$ cat src/twc_pkg.sv
/*
 * Constants, types and register map of the telltale warning controller.
 * Assumes a single 125 MHz clock shared by every file that imports it.
 */
package twc_pkg;
    // =====================================================
    // Timing
    localparam int CLK_HZ = 125_000_000;
    localparam int TICK_MS = 100;
    localparam int TICK_CYC = CLK_HZ / 1000 * TICK_MS;
    localparam int PRECHECK_MS = 3000;
    localparam int BELT_FLASH_MS = 6000;
    localparam int BELT_STEADY_MS = 24000;
    localparam int FLASH_HALF_MS = 500;
    localparam int TW = 9;
    localparam logic [TW-1:0] PRECHECK_TK = TW'(PRECHECK_MS / TICK_MS);
    localparam logic [TW-1:0] BELT_FLASH_TK = TW'(BELT_FLASH_MS / TICK_MS);
    localparam logic [TW-1:0] BELT_STEADY_TK = TW'(BELT_STEADY_MS / TICK_MS);
    localparam logic [TW-1:0] FLASH_HALF_TK = TW'(FLASH_HALF_MS / TICK_MS);
    // =====================================================
    // Speed thresholds in km/h
    localparam logic [7:0] SPD_HI_KMH = 8'h10;
    localparam logic [7:0] SPD_LO_KMH = 8'h05;
    // =====================================================
    // Register map
    localparam logic [7:0] REG_CTRL = 8'h00;
    localparam logic [7:0] REG_STATUS = 8'h04;
    localparam logic [7:0] REG_MASK = 8'h08;
    localparam logic [7:0] REG_LAMPS = 8'h0C;
    localparam logic [7:0] REG_STATE = 8'h10;
    localparam int NEV = 5;
    localparam logic CTRL_RST = 1'h0;
    localparam logic [NEV-1:0] MASK_RST = 5'h00;
    // =====================================================
    // Types
    typedef struct packed {
        logic ignition;
        logic key_in;
        logic belt_fastened;
        logic [3:0] door_open;
        logic park_lamp;
        logic fog_front;
        logic fog_rear;
        logic two_wheel_high_range;
        logic four_wheel_high_range;
        logic four_wheel_low_range;
        logic engine_management_unit_ok;
        logic restraint_system_fault;
        logic immobilized;
        logic auth_ok;
        logic key_fault;
        logic [7:0] speed_kmh;
    } twc_in_s;
    typedef struct packed {
        logic restraint_system;
        logic seat_belt;
        logic immobilizer;
        logic fog_front;
        logic fog_rear;
        logic door_open;
        logic four_wheel_high_range;
        logic four_wheel_low_range;
        logic check_engine;
    } twc_lamp_s;
    typedef enum logic [2:0] {
        SB_OFF, SB_PRE, SB_IDLE, SB_LOW_FLASH, SB_LOW_STEADY, SB_HI_FLASH,
        SB_HI_STEADY
    } twc_belt_e;
endpackage : twc_pkg

$ cat src/twc_sync.sv
/*
 * Two-stage synchroniser for a bundle of pin inputs.
 * Assumes each bit changes slowly compared with the clock.
 */
`timescale 1ns/1ps
module twc_sync #(
    parameter int W = 1
) (
    input wire logic clk,
    input wire logic rst,
    input wire logic [W-1:0] d,
    output logic [W-1:0] q
);
    logic [W-1:0] meta;
    // =====================================================
    // Stages
    always_ff @(posedge clk)
    begin
        if (rst)
        begin
            meta <= '0;
            q <= '0;
        end
        else
        begin
            meta <= d;
            q <= meta;
        end
    end
endmodule : twc_sync

$ cat src/twc_timer.sv
/*
 * Down-counter of timebase ticks, loaded with a tick count.
 * Assumes tick is a one-cycle enable pulse.
 */
`timescale 1ns/1ps
module twc_timer #(
    parameter int W = 9
) (
    input wire logic clk,
    input wire logic rst,
    input wire logic tick,
    input wire logic load,
    input wire logic [W-1:0] val,
    output logic run
);
    logic [W-1:0] cnt;
    assign run = (cnt != '0);
    // =====================================================
    // Count
    always_ff @(posedge clk)
    begin
        if (rst)
            cnt <= '0;
        else if (load)
            cnt <= val;
        else if (tick && run)
            cnt <= cnt - W'(1);
    end
endmodule : twc_timer

$ cat src/twc_top.sv
/*
 * Telltale lamp and buzzer sequencing for an instrument cluster.
 * Assumes switch and controller inputs are asynchronous pins and that
 * software uses the plain register port on the same clock.
 */
`timescale 1ns/1ps
module twc_top
    import twc_pkg::*;
#(
    parameter int TICK_CYCLES = TICK_CYC
) (
    input wire logic clk,
    input wire logic rst,
    input twc_pkg::twc_in_s pins,
    input wire logic [7:0] bus_addr,
    input wire logic [31:0] bus_wdata,
    input wire logic bus_wr,
    input wire logic bus_rd,
    output logic [31:0] bus_rdata,
    output twc_pkg::twc_lamp_s lamps,
    output logic buzzer,
    output logic irq
);
    import twc_pkg::*;

    twc_in_s in_s;
    logic ign_d;
    logic ign_rise;
    logic [31:0] tick_cnt;
    logic tick;
    logic [TW-1:0] half_cnt;
    logic flash_ph;
    logic chk_run;
    logic belt_run;
    logic belt_load;
    logic [TW-1:0] belt_val;
    twc_belt_e st;
    twc_belt_e next_st;
    twc_lamp_s next_lamps;
    logic next_buzzer;
    logic belt_buzz;
    logic door_buzz;
    logic ctrl_flash;
    logic [NEV-1:0] status;
    logic [NEV-1:0] mask;
    logic [NEV-1:0] cond;
    logic [NEV-1:0] cond_d;
    logic [NEV-1:0] ev;
    logic fast;
    logic slow;

    function automatic logic hit(input logic [7:0] a, input logic [7:0] r);
        hit = (a == r);
    endfunction : hit

    // =====================================================
    // Input synchronisers
    twc_sync #(.W($bits(twc_in_s))) u_sync (
        .clk(clk),
        .rst(rst),
        .d(pins),
        .q(in_s)
    );

    // =====================================================
    // Ignition edge
    always_ff @(posedge clk)
    begin
        if (rst)
            ign_d <= 1'b0;
        else
            ign_d <= in_s.ignition;
    end
    assign ign_rise = in_s.ignition && !ign_d;

    // =====================================================
    // Timebase, restarted at ignition so checks last full length
    always_ff @(posedge clk)
    begin
        if (rst || ign_rise || tick)
            tick_cnt <= '0;
        else
            tick_cnt <= tick_cnt + 32'h1;
    end
    assign tick = (tick_cnt == 32'(TICK_CYCLES - 1));

    // =====================================================
    // Common flash phase
    always_ff @(posedge clk)
    begin
        if (rst)
        begin
            half_cnt <= '0;
            flash_ph <= 1'b0;
        end
        else if (tick)
        begin
            if (half_cnt == FLASH_HALF_TK - TW'(1))
            begin
                half_cnt <= '0;
                flash_ph <= !flash_ph;
            end
            else
                half_cnt <= half_cnt + TW'(1);
        end
    end

    // =====================================================
    // Ignition-on check interval
    twc_timer #(.W(TW)) u_chk (
        .clk(clk),
        .rst(rst),
        .tick(tick),
        .load(ign_rise),
        .val(PRECHECK_TK),
        .run(chk_run)
    );

    // =====================================================
    // Seat-belt sequence timer
    twc_timer #(.W(TW)) u_belt (
        .clk(clk),
        .rst(rst),
        .tick(tick),
        .load(belt_load),
        .val(belt_val),
        .run(belt_run)
    );

    assign fast = (in_s.speed_kmh > SPD_HI_KMH);
    assign slow = (in_s.speed_kmh <= SPD_LO_KMH);

    // =====================================================
    // Seat-belt state machine
    always_comb
    begin
        next_st = st;
        belt_load = 1'b0;
        belt_val = BELT_FLASH_TK;
        if (!in_s.ignition)
            next_st = SB_OFF;
        else if (ign_rise)
            next_st = SB_PRE;
        else
        begin
            unique case (st)
                SB_OFF: next_st = SB_OFF;
                SB_PRE:
                    if (!chk_run)
                    begin
                        if (in_s.belt_fastened)
                            next_st = SB_IDLE;
                        else
                        begin
                            next_st = SB_LOW_FLASH;
                            belt_load = 1'b1;
                        end
                    end
                SB_IDLE:
                    if (!in_s.belt_fastened)
                        next_st = SB_LOW_STEADY;
                SB_LOW_FLASH:
                    if (in_s.belt_fastened)
                        next_st = SB_IDLE;
                    else if (!belt_run)
                        next_st = SB_LOW_STEADY;
                SB_LOW_STEADY:
                    if (in_s.belt_fastened)
                        next_st = SB_IDLE;
                    else if (fast)
                    begin
                        next_st = SB_HI_FLASH;
                        belt_load = 1'b1;
                    end
                SB_HI_FLASH, SB_HI_STEADY:
                    if (in_s.belt_fastened)
                        next_st = SB_IDLE;
                    else if (slow)
                        next_st = SB_LOW_STEADY;
                    else if (!belt_run)
                    begin
                        belt_load = 1'b1;
                        if (st == SB_HI_FLASH)
                        begin
                            next_st = SB_HI_STEADY;
                            belt_val = BELT_STEADY_TK;
                        end
                        else
                            next_st = SB_HI_FLASH;
                    end
                default: next_st = SB_OFF;
            endcase
        end
    end

    always_ff @(posedge clk)
    begin
        if (rst)
            st <= SB_OFF;
        else
            st <= next_st;
    end

    // =====================================================
    // Lamp and buzzer decisions
    assign belt_buzz = (st == SB_LOW_FLASH) || (st == SB_HI_FLASH);
    assign door_buzz = in_s.key_in && (|in_s.door_open);

    always_comb
    begin
        next_lamps = '0;
        unique case (st)
            SB_PRE, SB_LOW_STEADY, SB_HI_STEADY: next_lamps.seat_belt = 1'b1;
            SB_LOW_FLASH, SB_HI_FLASH: next_lamps.seat_belt = flash_ph;
            default: next_lamps.seat_belt = 1'b0;
        endcase
        if (chk_run)
            next_lamps.restraint_system = 1'b1;
        else if (in_s.restraint_system_fault)
            next_lamps.restraint_system = ctrl_flash ? flash_ph : 1'b1;
        next_lamps.check_engine = chk_run || !in_s.engine_management_unit_ok;
        if (in_s.key_fault)
            next_lamps.immobilizer = 1'b1;
        else if (in_s.immobilized && !in_s.key_in && !in_s.auth_ok)
            next_lamps.immobilizer = flash_ph;
        next_lamps.fog_front = in_s.fog_front;
        next_lamps.fog_rear = in_s.fog_rear;
        next_lamps.door_open = |in_s.door_open;
        if (chk_run && in_s.two_wheel_high_range)
        begin
            next_lamps.four_wheel_high_range = 1'b1;
            next_lamps.four_wheel_low_range = 1'b1;
        end
        else
        begin
            next_lamps.four_wheel_high_range = in_s.four_wheel_high_range;
            next_lamps.four_wheel_low_range = in_s.four_wheel_low_range;
        end
        next_buzzer = belt_buzz || door_buzz
            || (!in_s.key_in && in_s.park_lamp && in_s.door_open[0]);
    end

    always_ff @(posedge clk)
    begin
        if (rst)
        begin
            lamps <= '0;
            buzzer <= 1'b0;
        end
        else
        begin
            lamps <= next_lamps;
            buzzer <= next_buzzer;
        end
    end

    // =====================================================
    // Events: rising edges of warning conditions
    assign cond = {in_s.key_fault, door_buzz, belt_buzz,
        !chk_run && in_s.ignition && !in_s.engine_management_unit_ok,
        !chk_run && in_s.ignition && in_s.restraint_system_fault};
    always_ff @(posedge clk)
    begin
        if (rst)
            cond_d <= '0;
        else
            cond_d <= cond;
    end
    assign ev = cond & ~cond_d;

    // =====================================================
    // Status, mask and control registers
    always_ff @(posedge clk)
    begin
        if (rst)
            status <= '0;
        else if (bus_rd && hit(bus_addr, REG_STATUS))
            status <= ev;
        else
            status <= status | ev;
    end

    always_ff @(posedge clk)
    begin
        if (rst)
        begin
            mask <= MASK_RST;
            ctrl_flash <= CTRL_RST;
        end
        else if (bus_wr)
        begin
            if (hit(bus_addr, REG_MASK))
                mask <= bus_wdata[NEV-1:0];
            if (hit(bus_addr, REG_CTRL))
                ctrl_flash <= bus_wdata[0];
        end
    end

    always_ff @(posedge clk)
    begin
        if (rst)
            irq <= 1'b0;
        else
            irq <= |((status | ev) & mask);
    end

    // =====================================================
    // Read port
    always_ff @(posedge clk)
    begin
        if (rst)
            bus_rdata <= '0;
        else if (bus_rd)
        begin
            bus_rdata <= '0;
            if (hit(bus_addr, REG_CTRL))
                bus_rdata <= {31'h0, ctrl_flash};
            else if (hit(bus_addr, REG_STATUS))
                bus_rdata <= {27'h0, status};
            else if (hit(bus_addr, REG_MASK))
                bus_rdata <= {27'h0, mask};
            else if (hit(bus_addr, REG_LAMPS))
                bus_rdata <= {22'h0, buzzer, lamps};
            else if (hit(bus_addr, REG_STATE))
                bus_rdata <= {16'h0, in_s.speed_kmh, 5'h0, st};
        end
    end
endmodule : twc_top

$ cat config.mk
export PLATFORM = sky130hd
export DESIGN_NAME = twc_top
export DESIGN_NICKNAME = d
export VERILOG_FILES = /design/src/twc_pkg.sv /design/src/twc_sync.sv /design/src/twc_timer.sv /design/src/twc_top.sv
export SDC_FILE = /design/constraint.sdc
export NUM_CORES = 1
export LEC_CHECK = 0
export BUFFER_PORTS_ARGS = -buffer_cell sky130_fd_sc_hd__buf_4
export CAP_MARGIN = 40
export CORE_MARGIN = 2
export CORE_UTILIZATION = 60
export CTS_BUF_LIST = sky130_fd_sc_hd__clkbuf_16
export CTS_CLUSTER_DIAMETER = 150
export CTS_CLUSTER_SIZE = 12
export DETAILED_ROUTE_END_ITERATION = 16
export GPL_ROUTABILITY_DRIVEN = 0
export PLACE_DENSITY = 0.87
export SYNTH_ARGS = -nofsm -noshare
export SYNTH_HDL_FRONTEND = slang
export SYNTH_SLANG_ARGS = --single-unit
$ cat constraint.sdc
create_clock -name clk -period 4.67 [get_ports clk]
set_input_delay 0.934 -clock clk [delete_from_list [all_inputs] [get_ports clk]]
set_output_delay 0.934 -clock clk [all_outputs]
set_load 0.03 [all_outputs]
Word level (Yosys, flattened, before mapping)
Cells that the tools add are included.
{"block": "totals", "reg_bits": 175, "out_inout_bits": 43, "word_cells": 151}
{"block": "classes", "add_sub_neg": 4, "n_lt_le_gt_ge": 2, "eq_ne": 22, "n_mux": 48, "bitwise": 5, "n_reduce_logical": 43}
{"op": "16-bit two-way mux", "n": 5}
{"op": "8-bit two-way mux", "n": 7}
{"op": "32-bit by 1-bit adder with 32-bit output (second input constant)", "n": 1}
{"op": "32-bit by 24-bit == test with 1-bit output (second input constant)", "n": 1}
{"op": "3-bit two-way mux", "n": 9}
{"op": "9-bit two-way mux", "n": 3}
{"op": "9-bit nonzero test", "n": 2}
{"op": "9-bit by 1-bit subtractor with 9-bit output (second input constant)", "n": 2}
{"op": "8-bit by 4-bit == test with 1-bit output (second input constant)", "n": 2}
{"op": "1-bit two-way mux", "n": 16}
{"op": "5-bit two-way mux", "n": 3}
{"op": "3-bit one-hot mux with 5 select lines", "n": 1}
{"op": "1-bit logical AND", "n": 13}
{"op": "4-bit by 3-bit inequality test with 1-bit output (second input constant)", "n": 3}
{"op": "5-bit AND", "n": 2}
{"op": "5-bit AND reduction", "n": 2}
{"op": "9-bit by 1-bit adder with 9-bit output (second input constant)", "n": 1}
{"op": "3-bit == test (second input constant)", "n": 3}
{"op": "9-bit by 3-bit == test with 1-bit output (second input constant)", "n": 1}
{"op": "8-bit by 3-bit == test with 1-bit output (second input constant)", "n": 1}
{"op": "8-bit by 5-bit == test with 1-bit output (second input constant)", "n": 1}
{"op": "8-bit by 5-bit > comparator with 1-bit output (second input constant)", "n": 1}
{"op": "8-bit by 3-bit <= comparator with 1-bit output (second input constant)", "n": 1}
{"op": "8-bit zero test", "n": 1}
{"op": "20 further kinds", "n": 42}

Depth between registers and ports, before layout
Gate-level depths: netlist (run 1).
{"block": "logic_depth", "depth_word": 9, "mapped_depth": 8, "depth_no_buf": 7}

Modules after synthesis
A second synthesis (run 1) with hierarchy kept.
{"block": "unflattened", "cells_unflattened": 764, "area_unflattened_um2": 6872.8}
{"module": "twc_top", "instances": 1, "cells_each": 515, "area_per_inst_um2": 4305.4}
{"module": "twc_sync", "instances": 1, "cells_each": 109, "area_per_inst_um2": 1391.3}
{"module": "twc_timer", "instances": 2, "cells_each": 70, "area_per_inst_um2": 588.1}

Worst setup path after synthesis (run 1)
Ideal clock, no wire load.
{"block": "synth_path", "kind": "input-to-reg", "from": "input bus_addr[0]", "to": "register mask[0]", "setup_ns": 0.128, "arrival_ns": 2.373, "required_ns": 4.542, "setup_slack_ns": 2.170, "cell_stages": 5, "n_path_buf": 0, "cell_sequence": "or4_1 nor3_1 nand3_1 mux2i_1 nor2_1"}
{"block": "synth_between", "elab_chain_cells": 2}
{"item": "from (decl)", "line": "twc_top.sv:15", "source": "input wire logic [7:0] bus_addr,"}
{"item": "8-bit by 4-bit == test with 1-bit output", "line": "twc_top.sv:53", "source": "hit = (a == r);"}
{"item": "2-bit AND reduction (no source line)"}
{"item": "to (signal assigned)", "line": "twc_top.sv:293", "source": "mask <= bus_wdata[NEV-1:0];"}
{"item": "to (decl)", "line": "twc_top.sv:45", "source": "logic [NEV-1:0] mask;"}
No other way between the ends.
A chain may end at the register's enable or synchronous reset.

Worst setup path after layout (run 1)
{"block": "layout_path", "from": "register tick_cnt[0]", "to": "register tick_cnt[12]"}
{"block": "layout_between", "elab_chain_cells": 2}
{"item": "from (decl)", "line": "twc_top.sv:29", "source": "logic [31:0] tick_cnt;"}
{"item": "from (signal assigned)", "line": "twc_top.sv:83", "source": "tick_cnt <= tick_cnt + 32'h1;"}
{"item": "parallel branches: the longest is 2 deep, another holds 32-bit by 1-bit adder with 32-bit output"}
Parallel ways; which one is timed is not known.

==> results of run 1 <==
stage by stage:
stage               utilization  worst slack [ps]
CTS                       0.709              1800
finish                    0.709              1730
global route              0.709              1440
detailed placement        0.658              1770
floorplan                     -              2170
global placement          0.656              1750
registers in the layout, indices dropped and copies added (netlist names):
register / count
tick_cnt: 32
u_sync.meta: 26
u_sync.q: 26
bus_rdata: 16
half_cnt: 9
lamps: 9
u_belt.cnt: 9
u_chk.cnt: 9
cond_d: 5
mask: 5
status: 5
st: 3
buzzer: 1
ctrl_flash: 1
flash_ph: 1
ign_d: 1
irq: 1
per-layer routing:
metal	share of wire	wire length [microns]	global-route usage	vias up
met5	0	0	0	-
met4	0.021	303	0.0916	0
met3	0.060	862	0.0610	37
met2	0.50	7190	0.421	214
met1	0.42	5960	0.305	2565
li1	-	-	-	2637
worst reg2reg max path, delay by kind of cell (launching register included):
family	cells	cell delay [ps]
fa+ha+maj	1	220
flops	1	370
simple gates	5	1990
buf+inv	1	240
layout by cell type, fill, tap and decap left out, types with 7 or more instances in the layout:
cell,netlist,routed
nand2b_1,11,11
a211oi_1,7,7
and3_1,12,12
inv_1,13,13
a31oi_1,7,7
nand2_1,33,33
or3_1,10,10
conb_1,1,16
o31ai_1,7,7
xnor2_1,10,10
xor2_1,25,25
o21ai_0,22,22
a22oi_1,9,9
nand3_1,32,32
nor2_1,83,83
or4_1,11,11
nor2b_1,63,63
nand4_1,16,16
mux2i_1,7,7
dfxtp_1,159,159
nor4_1,10,10
a21oi_1,37,37
buf_4,16,71
nor3_1,16,16
clkbuf_16,0,17
ha_1,7,7
final cells by class:
type / count / area [sq um] / share of cell area
sequential: 159 / 3180 / 0.416
clock inverter: 15 / 124 / 0.0162
timing repair buffer: 73 / 553 / 0.0723
multi-input combinational: 517 / 3140 / 0.411
tap: 140 / 175 / 0.0229
clock buffer: 17 / 425 / 0.0556
inverter: 13 / 48.8 / 0.00638
synthesized netlist by cell type, drive strengths merged (5+ instances only):
cell and instances:
dfxtp 159, nor2 83, nor2b 63, a21oi 37, nand2 33, clkbuf 32
nand3 32, xor2 25, o21ai 22, buf 20, nand4 17, nor3 16
inv 13, and3 12, nor4 12, or4 12, nand2b 11, or3 10
xnor2 10, a22oi 9, a211oi 7, a31oi 7, ha 7, mux2i 7
o31ai 7, nor4b 6, or2 6, and4 5
cell families (layout without fill, tap and decap cells):
logic type,Yosys count,after routing,share of synthesized area
and+or+nand+nor,335,335,0.282
adders and majority gates,7,7,0.0133
other,1,16,0.000569
DFF,159,159,0.483
muxes,10,10,0.0157
AOI/OAI and AO/OA,114,114,0.110
buffers and inverters,65,118,0.0497
xor gates and xnor gates,35,35,0.0465
path summary, 6_finish.rpt:
kind                         startpoint                       to  cells past startpoint
min reg2reg  u_sync.meta[24]$_SDFF_PP0_  u_sync.q[24]$_SDFF_PP0_                      1
max              tick_cnt[0]$_SDFF_PP0_  tick_cnt[12]$_SDFF_PP0_                      7
max reg2reg      tick_cnt[0]$_SDFF_PP0_  tick_cnt[12]$_SDFF_PP0_                      7
min          u_sync.meta[24]$_SDFF_PP0_  u_sync.q[24]$_SDFF_PP0_                      1
where the power goes:
group | total [mW] | leakage, nW | switching (mW) | internal [mW]
clock | 1.30 | 0.276 | 0.597 | 0.698
sequential | 1.41 | 1.29 | 0.0183 | 1.39
combinational | 0.163 | 1.38 | 0.100 | 0.0627
==> impl_metrics.toml, run 1 <==
[status]
status = "finished, final reports clean"

[critical_path]
crit_fanout = 27
crit_path_max_incr_delay_ps = 720
end_kind = "register"
path_buf_inv = 1
worstPathRequired_ps = 4990
crit_type = "reg2reg"
crit_slowest_cell = "nand2_1"
cp_top_family = "simple AND/OR/NAND/NOR gates"
startpoint_type = "register"
worstPathCellList = "ha_1, and4_1, and3_1, nand3_1, nand2_1, buf_8, nor2_1"
rrSetupSlack_ps = 1730
cp_data_arrival_time_ps = 3250

[drt]
first_iter_violations = 606
drt-wirelength-per-cell_microns = 15.3
finalWirelength_microns = 14300
drc = 0
ant_nets = 0
dr.pass1.iters = 5
dr_total_vias = 5453
via_per_inst = 5.84

[power]
fin_total_pwr_mw = 2.86
p_per_area_nw_per_um2 = 374
p_leak_nw = 2.95
ir_drop_mv = 0.360

[sta]
slew_violations = 0
fin_crit_ps = 2940
rsz0062_at_grt = "false"
fmax_mhz = 340
finalSetupViolCount = 0
hold_viol_final = 0
tns_ps = 0
relSlewSlack = 0.397
skew_ps = 17.2
timing.hold.ws_ps = 434
period_share = 0.629
worst_slew_pin_slew_ps = 902

[floorplanning]
io_pins = 113
core_sq_um = 10800
initial_core_util = 0.611
die_area_sq_um = 11800
dieWidth_microns = 109
rows = 38
die_h_microns = 109

[job]
cap_violations = 0

[logic_synthesis]
yosysUniqueCellTypes = 64
yosysSeqAreaShare = 0.483
postSynthCellCount = 726
synth-seq-cells = 159
ys_async_sr_fraction = 0
synth_edf_count = 0
syn_area_sq_um = 6600
yosysTopAreaCellShare = 0.483
yosys.area.top_type = "dfxtp_1"
yosysWarnings = 0
synth-main-ff-cell = "dfxtp_1"
avgSynthCellArea_sq_um = 9.08
synth.area.top_cells = "dfxtp_1 (48%), nor2b_1 (6.0%), nor2_1 (4.7%), xor2_1 (3.3%), a21oi_1 (2.8%)"

[worst_hold_path]
holdCritPathClass = "reg2reg"

[place]
place_inst = 902
hpwl_microns = 9740
place_area_sq_um = 7100
numPortBuffers = 69

[clocking]
clock-root-buffer = "clkbuf_16"
cts_hold_buf = 0
clockBufferDepth = 2
cts_resized = 0
cts.sinks = 159
htree_levels = 4
cts_tree = "done"
postCtsSetupRepairBufs = 0
clock_latency_ps = 430
cts_buffers = 17
path_clk_slew_ps = 70

[finish]
fillers = 757
syn_to_final_growth_pct = 16.0
antenna_cells = 0
drive_gt1_frac = 0.156
design_area_sq_um = 7650
fin_nets = 858
final_cells = 934

[grt]
grt_usage = 0.248
antenna_found_initial = 0
grt_pass1_wl_microns = 23300
grt_max_degree = 84
grt_overflow = 0
grt_pass1_vias = 4939
No activity file was read; power rests on OpenSTA's default activity.
==> run 2, diff against run 1 <==
CORE_UTILIZATION = 50   (was 60)
PLACE_DENSITY = 0.77   (was 0.87)
clock period = 2.6 ns   (was 4.67 ns; I/O delays follow)
==> impl_metrics.toml, run 2 (synthesis results as in run 1) <==
[floorplanning]
rows = 41
core_sq_um = 12800
initial_core_util = 0.516
die_h_microns = 119
io_pins = 113
die_area_sq_um = 14100
dieWidth_microns = 119

[drt]
via_per_inst = 5.53
ant_nets = 0
finalWirelength_microns = 14100
dr_total_vias = 5396
dr.pass1.iters = 6
drt-wirelength-per-cell_microns = 14.4
first_iter_violations = 414
drc = 0

[finish]
multi_input_area_sq_um = 3160
layout_commonest_cell = "dfxtp_1"
design_area_sq_um = 7770
drive_gt1_frac = 0.172
fillers = 1014
fin_nets = 868
largest_reg_flops = 32
top_register = "tick_cnt"
syn_to_final_growth_pct = 17.8
seqCellArea_sq_um = 3180
antenna_cells = 0
biggestRegsByFlops = "tick_cnt: 32 flops, u_sync.meta: 26 flops, u_sync.q: 26 flops"
final_cell_mix = "dfxtp_1 (159), buf_4 (83), nor2_1 (82)"

[critical_path]
cp_data_arrival_time_ps = 2730
rr_worst_depth = 6
startpoint_type = "register"
rr_endpoint = "u_belt.cnt[8]$_SDFFE_PP0P_"
end_kind = "register"
worstPathRequired_ps = 2950
crit_top_cell = "or4_1"
crit_type = "reg2reg"
crit_slowest_cell = "or4_1"
worstPathCellList = "ha_1, and4_1, nand3_1, or4_1, or4_1, a21oi_1"
crit_path_max_incr_delay_ps = 630
rrSetupSlack_ps = 220
crit_fanout = 9
rr_startpoint = "tick_cnt[0]$_SDFF_PP0_"

[sta]
finalSetupViolCount = 0
relSlewSlack = 0.553
fmax_mhz = 421
worst_slew_pin_slew_ps = 664
tns_ps = 0
hold_viol_final = 0
rsz0062_at_grt = "false"
fin_crit_ps = 2380
timing.hold.ws_ps = 298
period_share = 0.914
layout_setup_ws_ps = 224
slew_violations = 0
skew_ps = 13.3

[place]
numPortBuffers = 69
place_area_sq_um = 7210
place_ws_ps = 172
hpwl_microns = 9960

[clocking]
htree_levels = 4
path_clk_slew_ps = 60
cts.sinks = 159
clock_latency_ps = 430
cts_buffers = 17
cts_tree = "done"
clockBufferDepth = 2
clock-root-buffer = "clkbuf_16"

[grt]
grt_usage = 0.206
grt_pass1_vias = 5175
grt_overflow = 0
grt_max_degree = 57
antenna_found_initial = 0
grt_pass1_wl_microns = 23900

[worst_hold_path]
hold_end = "u_sync.meta[8]$_SDFF_PP0_"
holdCritPathClass = "in2reg"
hold_start = "pins[8]"
hold_depth = 2

[job]
cap_violations = 0

[power]
p_switching_mw = 1.25
p_leak_nw = 3.00
p_per_area_nw_per_um2 = 657
p_clk_frac = 0.449
p_sw_frac = 0.245
ir_drop_mv = 0.455
p_int_mw = 3.85
p_comb_frac = 0.057
power_frac_seq = 0.494

[status]
status = "finished, final reports clean"
-- run 2: repair_timing --
action,CTS,global route
resized for setup,0,3
setup endpoints to repair,0,6
hold buffers,0,0
setup buffers,0,0
-- run 2: metal layers --
layer  part of all wire  global-route usage  vias up  wire length, microns
met5                  0                   0        -                     0
met4              0.020              0.0833        0                   282
met3              0.057              0.0570       27                   801
met2               0.47               0.326      185                  6580
met1               0.46               0.267     2535                  6420
li1                   -                   -     2649                     -
-- run 2: area by class of cell --
cell class | count | share of cell area
clock buffers | 17 | 0.0548
clock inverters | 14 | 0.0153
inverters | 13 | 0.00628
multi-input cells | 517 | 0.406
flip-flops and latches | 159 | 0.410
well taps | 172 | 0.0277
repair buffers | 83 | 0.0802
-- run 2: how the worst max path moves through the flow --
stage,from,to,slack [ps],depth (start not counted)
floorplan,tick_cnt[0]$_SDFF_PP0_,u_belt.cnt[8]$_SDFFE_PP0P_,380,7
detailed placement,u_belt.cnt[1]$_SDFFE_PP0P_,st[1]$_SDFFE_PP0P_,170,7
global placement,u_belt.cnt[0]$_SDFFE_PP0P_,st[0]$_SDFFE_PP0P_,210,7
CTS,u_belt.cnt[1]$_SDFFE_PP0P_,st[1]$_SDFFE_PP0P_,150,7
global route,u_belt.cnt[1]$_SDFFE_PP0P_,st[1]$_SDFFE_PP0P_,40,7
finish,tick_cnt[0]$_SDFF_PP0_,u_belt.cnt[8]$_SDFFE_PP0P_,220,6
-- run 2: critical path, delay by kind of cell, from the launching register on --
kind / cells / cell delay [ps]
AOI/OAI and AO/OA: 1 / 150
adders and majority gates: 1 / 220
DFF: 1 / 370
and+or+nand+nor: 4 / 1560
-- run 2: per-stage QoR --
stage	power [mW]	std cells	util
floorplan	2.78	741	-
global placement	2.86	944	0.565
detailed placement	2.86	944	0.565
CTS	5.14	975	0.607
global route	5.29	975	0.608
finish	5.11	975	0.608
-- run 2: power groups by stage --
stage / logic [mW] / clock network, mW / registers, mW
global placement: 0.280 / 0 / 2.58
detailed placement: 0.287 / 0 / 2.58
floorplan: 0.197 / 0 / 2.58
CTS: 0.288 / 2.33 / 2.52
finish: 0.289 / 2.29 / 2.52
global route: 0.317 / 2.44 / 2.53
==> run 3, diff against run 2 <==
==> constraint.sdc (replaced) <==
create_clock -name clk -period 2.6 [get_ports clk]
set_input_delay 0.26 -clock clk [delete_from_list [all_inputs] [get_ports clk]]
set_output_delay 0.26 -clock clk [all_outputs]
set_load 0.03 [all_outputs]
==> impl_metrics.toml, run 3 (synthesis results as in run 1) <==
[grt]
grt_pass1_vias = 5111
antenna_found_initial = 0
grt_overflow = 0
grt_max_degree = 58
grt_pass1_wl_microns = 24000
grt_usage = 0.208

[sta]
fmax_mhz = 404
period_share = 0.951
hold_viol_final = 0
worst_slew_pin_slew_ps = 571
skew_ps = 8.86
fin_crit_ps = 2470
rsz0062_at_grt = "false"
relSlewSlack = 0.616
tns_ps = 0
finalSetupViolCount = 0
slew_violations = 0

[place]
place_area_sq_um = 7200
numPortBuffers = 69
hpwl_microns = 9990

[finish]
top_register = "tick_cnt"
final_cell_mix = "dfxtp_1 (159), nor2_1 (83), buf_4 (81)"
fin_nets = 866
layout_commonest_cell = "dfxtp_1"
biggestRegsByFlops = "tick_cnt: 32 flops, u_sync.meta: 26 flops, u_sync.q: 26 flops"
drive_gt1_frac = 0.168
antenna_cells = 0
design_area_sq_um = 7820
syn_to_final_growth_pct = 18.6
fillers = 1004
largest_reg_flops = 32

[floorplanning]
core_sq_um = 12800
rows = 41
initial_core_util = 0.516
io_pins = 113
die_area_sq_um = 14100
dieWidth_microns = 119
die_h_microns = 119

[drt]
first_iter_violations = 419
via_per_inst = 5.57
finalWirelength_microns = 14400
dr_total_vias = 5427
ant_nets = 0
drt-wirelength-per-cell_microns = 14.8
dr.pass1.iters = 6
drc = 0

[clocking]
clock_latency_ps = 430
postCtsSetupRepairBufs = 0
clock-root-buffer = "clkbuf_16"
path_clk_slew_ps = 70
htree_levels = 4
cts_resized = 0
cts.sinks = 159
cts_hold_buf = 0
cts_tree = "done"
cts_buffers = 17
clockBufferDepth = 2

[critical_path]
rr_worst_depth = 8
startpoint_type = "register"
rr_startpoint = "u_belt.cnt[0]$_SDFFE_PP0P_"
worstPathRequired_ps = 2960
rr_endpoint = "u_belt.cnt[8]$_SDFFE_PP0P_"
crit_fanout = 9
cp_data_arrival_time_ps = 2830
rrSetupSlack_ps = 130
end_kind = "register"
crit_type = "reg2reg"

[worst_hold_path]
holdCritPathClass = "in2reg"
hold_depth = 2
hold_start = "pins[16]"
hold_end = "u_sync.meta[16]$_SDFF_PP0_"

[job]
cap_violations = 0

[power]
p_leak_nw = 3.02
ir_drop_mv = 0.480
p_per_area_nw_per_um2 = 689

[status]
status = "finished, final reports clean"
run 3: cell types whose count changed in the layout (fill, tap and decap cells not counted):
| cell | previous run | this run |
|---|---|---|
| nor2_1 | 82 | 83 |
| nor2_2 | 1 | 0 |
| inv_6 | 7 | 2 |
| bufinv_16 | 0 | 2 |
| nor4_2 | 2 | 1 |
| clkinvlp_4 | 1 | 0 |
| nor4_1 | 9 | 10 |
| clkinv_4 | 2 | 1 |
| inv_8 | 2 | 6 |
| clkinv_8 | 0 | 2 |
| buf_4 | 83 | 81 |
run 3: final cells by class:
class | instances | area (sq um) | area share
well taps | 172 | 215 | 0.0275
multi-input cells | 517 | 3150 | 0.402
clock buffers | 17 | 425 | 0.0544
clock inverters | 15 | 196 | 0.0251
repair buffers | 81 | 608 | 0.0777
inverters | 13 | 48.8 | 0.00624
flip-flops and latches | 159 | 3180 | 0.407
run 3: worst max-delay path by stage:
stage                                             to  slack, ps                        from  depth (start not counted)
final                     u_belt.cnt[8]$_SDFFE_PP0P_        130  u_belt.cnt[0]$_SDFFE_PP0P_                          8
after global routing      u_belt.cnt[8]$_SDFFE_PP0P_         20  u_belt.cnt[0]$_SDFFE_PP0P_                          8
after CTS                 u_belt.cnt[8]$_SDFFE_PP0P_        160  u_belt.cnt[0]$_SDFFE_PP0P_                          8
after detailed placement  u_belt.cnt[8]$_SDFFE_PP0P_        180  u_belt.cnt[0]$_SDFFE_PP0P_                          8
after global placement    u_belt.cnt[8]$_SDFFE_PP0P_        260  u_belt.cnt[0]$_SDFFE_PP0P_                          8
after floorplan           u_belt.cnt[8]$_SDFFE_PP0P_        380      tick_cnt[0]$_SDFF_PP0_                          7
run 3: report_power, final:
group / total [mW] / switching, mW / internal (mW)
logic: 0.290 / 0.176 / 0.114
registers: 2.52 / 0.0330 / 2.49
clock network: 2.58 / 1.10 / 1.47
run 3: per-layer routing:
| metal | global-route usage | wire length [microns] |
|---|---|---|
| met1 | 0.264 | 6380 |
| met3 | 0.0532 | 856 |
| met2 | 0.341 | 6920 |
| met4 | 0.0774 | 277 |
| met5 | 0 | 0 |
run 3: worst max-delay path, stage by stage (launching register included):
cell and delay, ps:
dfxtp_1 400, inv_1 90, ha_1 200, or4b_2 250, nor2_1 90, buf_4 150
or4_1 560, or4_1 520, a21oi_1 150
run 3: stage by stage:
step	power, mW	utilization	setup WS (ps)	std cells	hold WS [ps]
2_1_floorplan	2.78	-	381	741	388
3_3_place_gp	2.85	0.563	263	942	419
3_5_place_dp	2.86	0.563	183	942	425
4_1_cts	5.42	0.612	157	974	29.1
5_1_grt	5.56	0.612	19.4	974	37.1
6_report	5.39	0.612	128	974	38.7
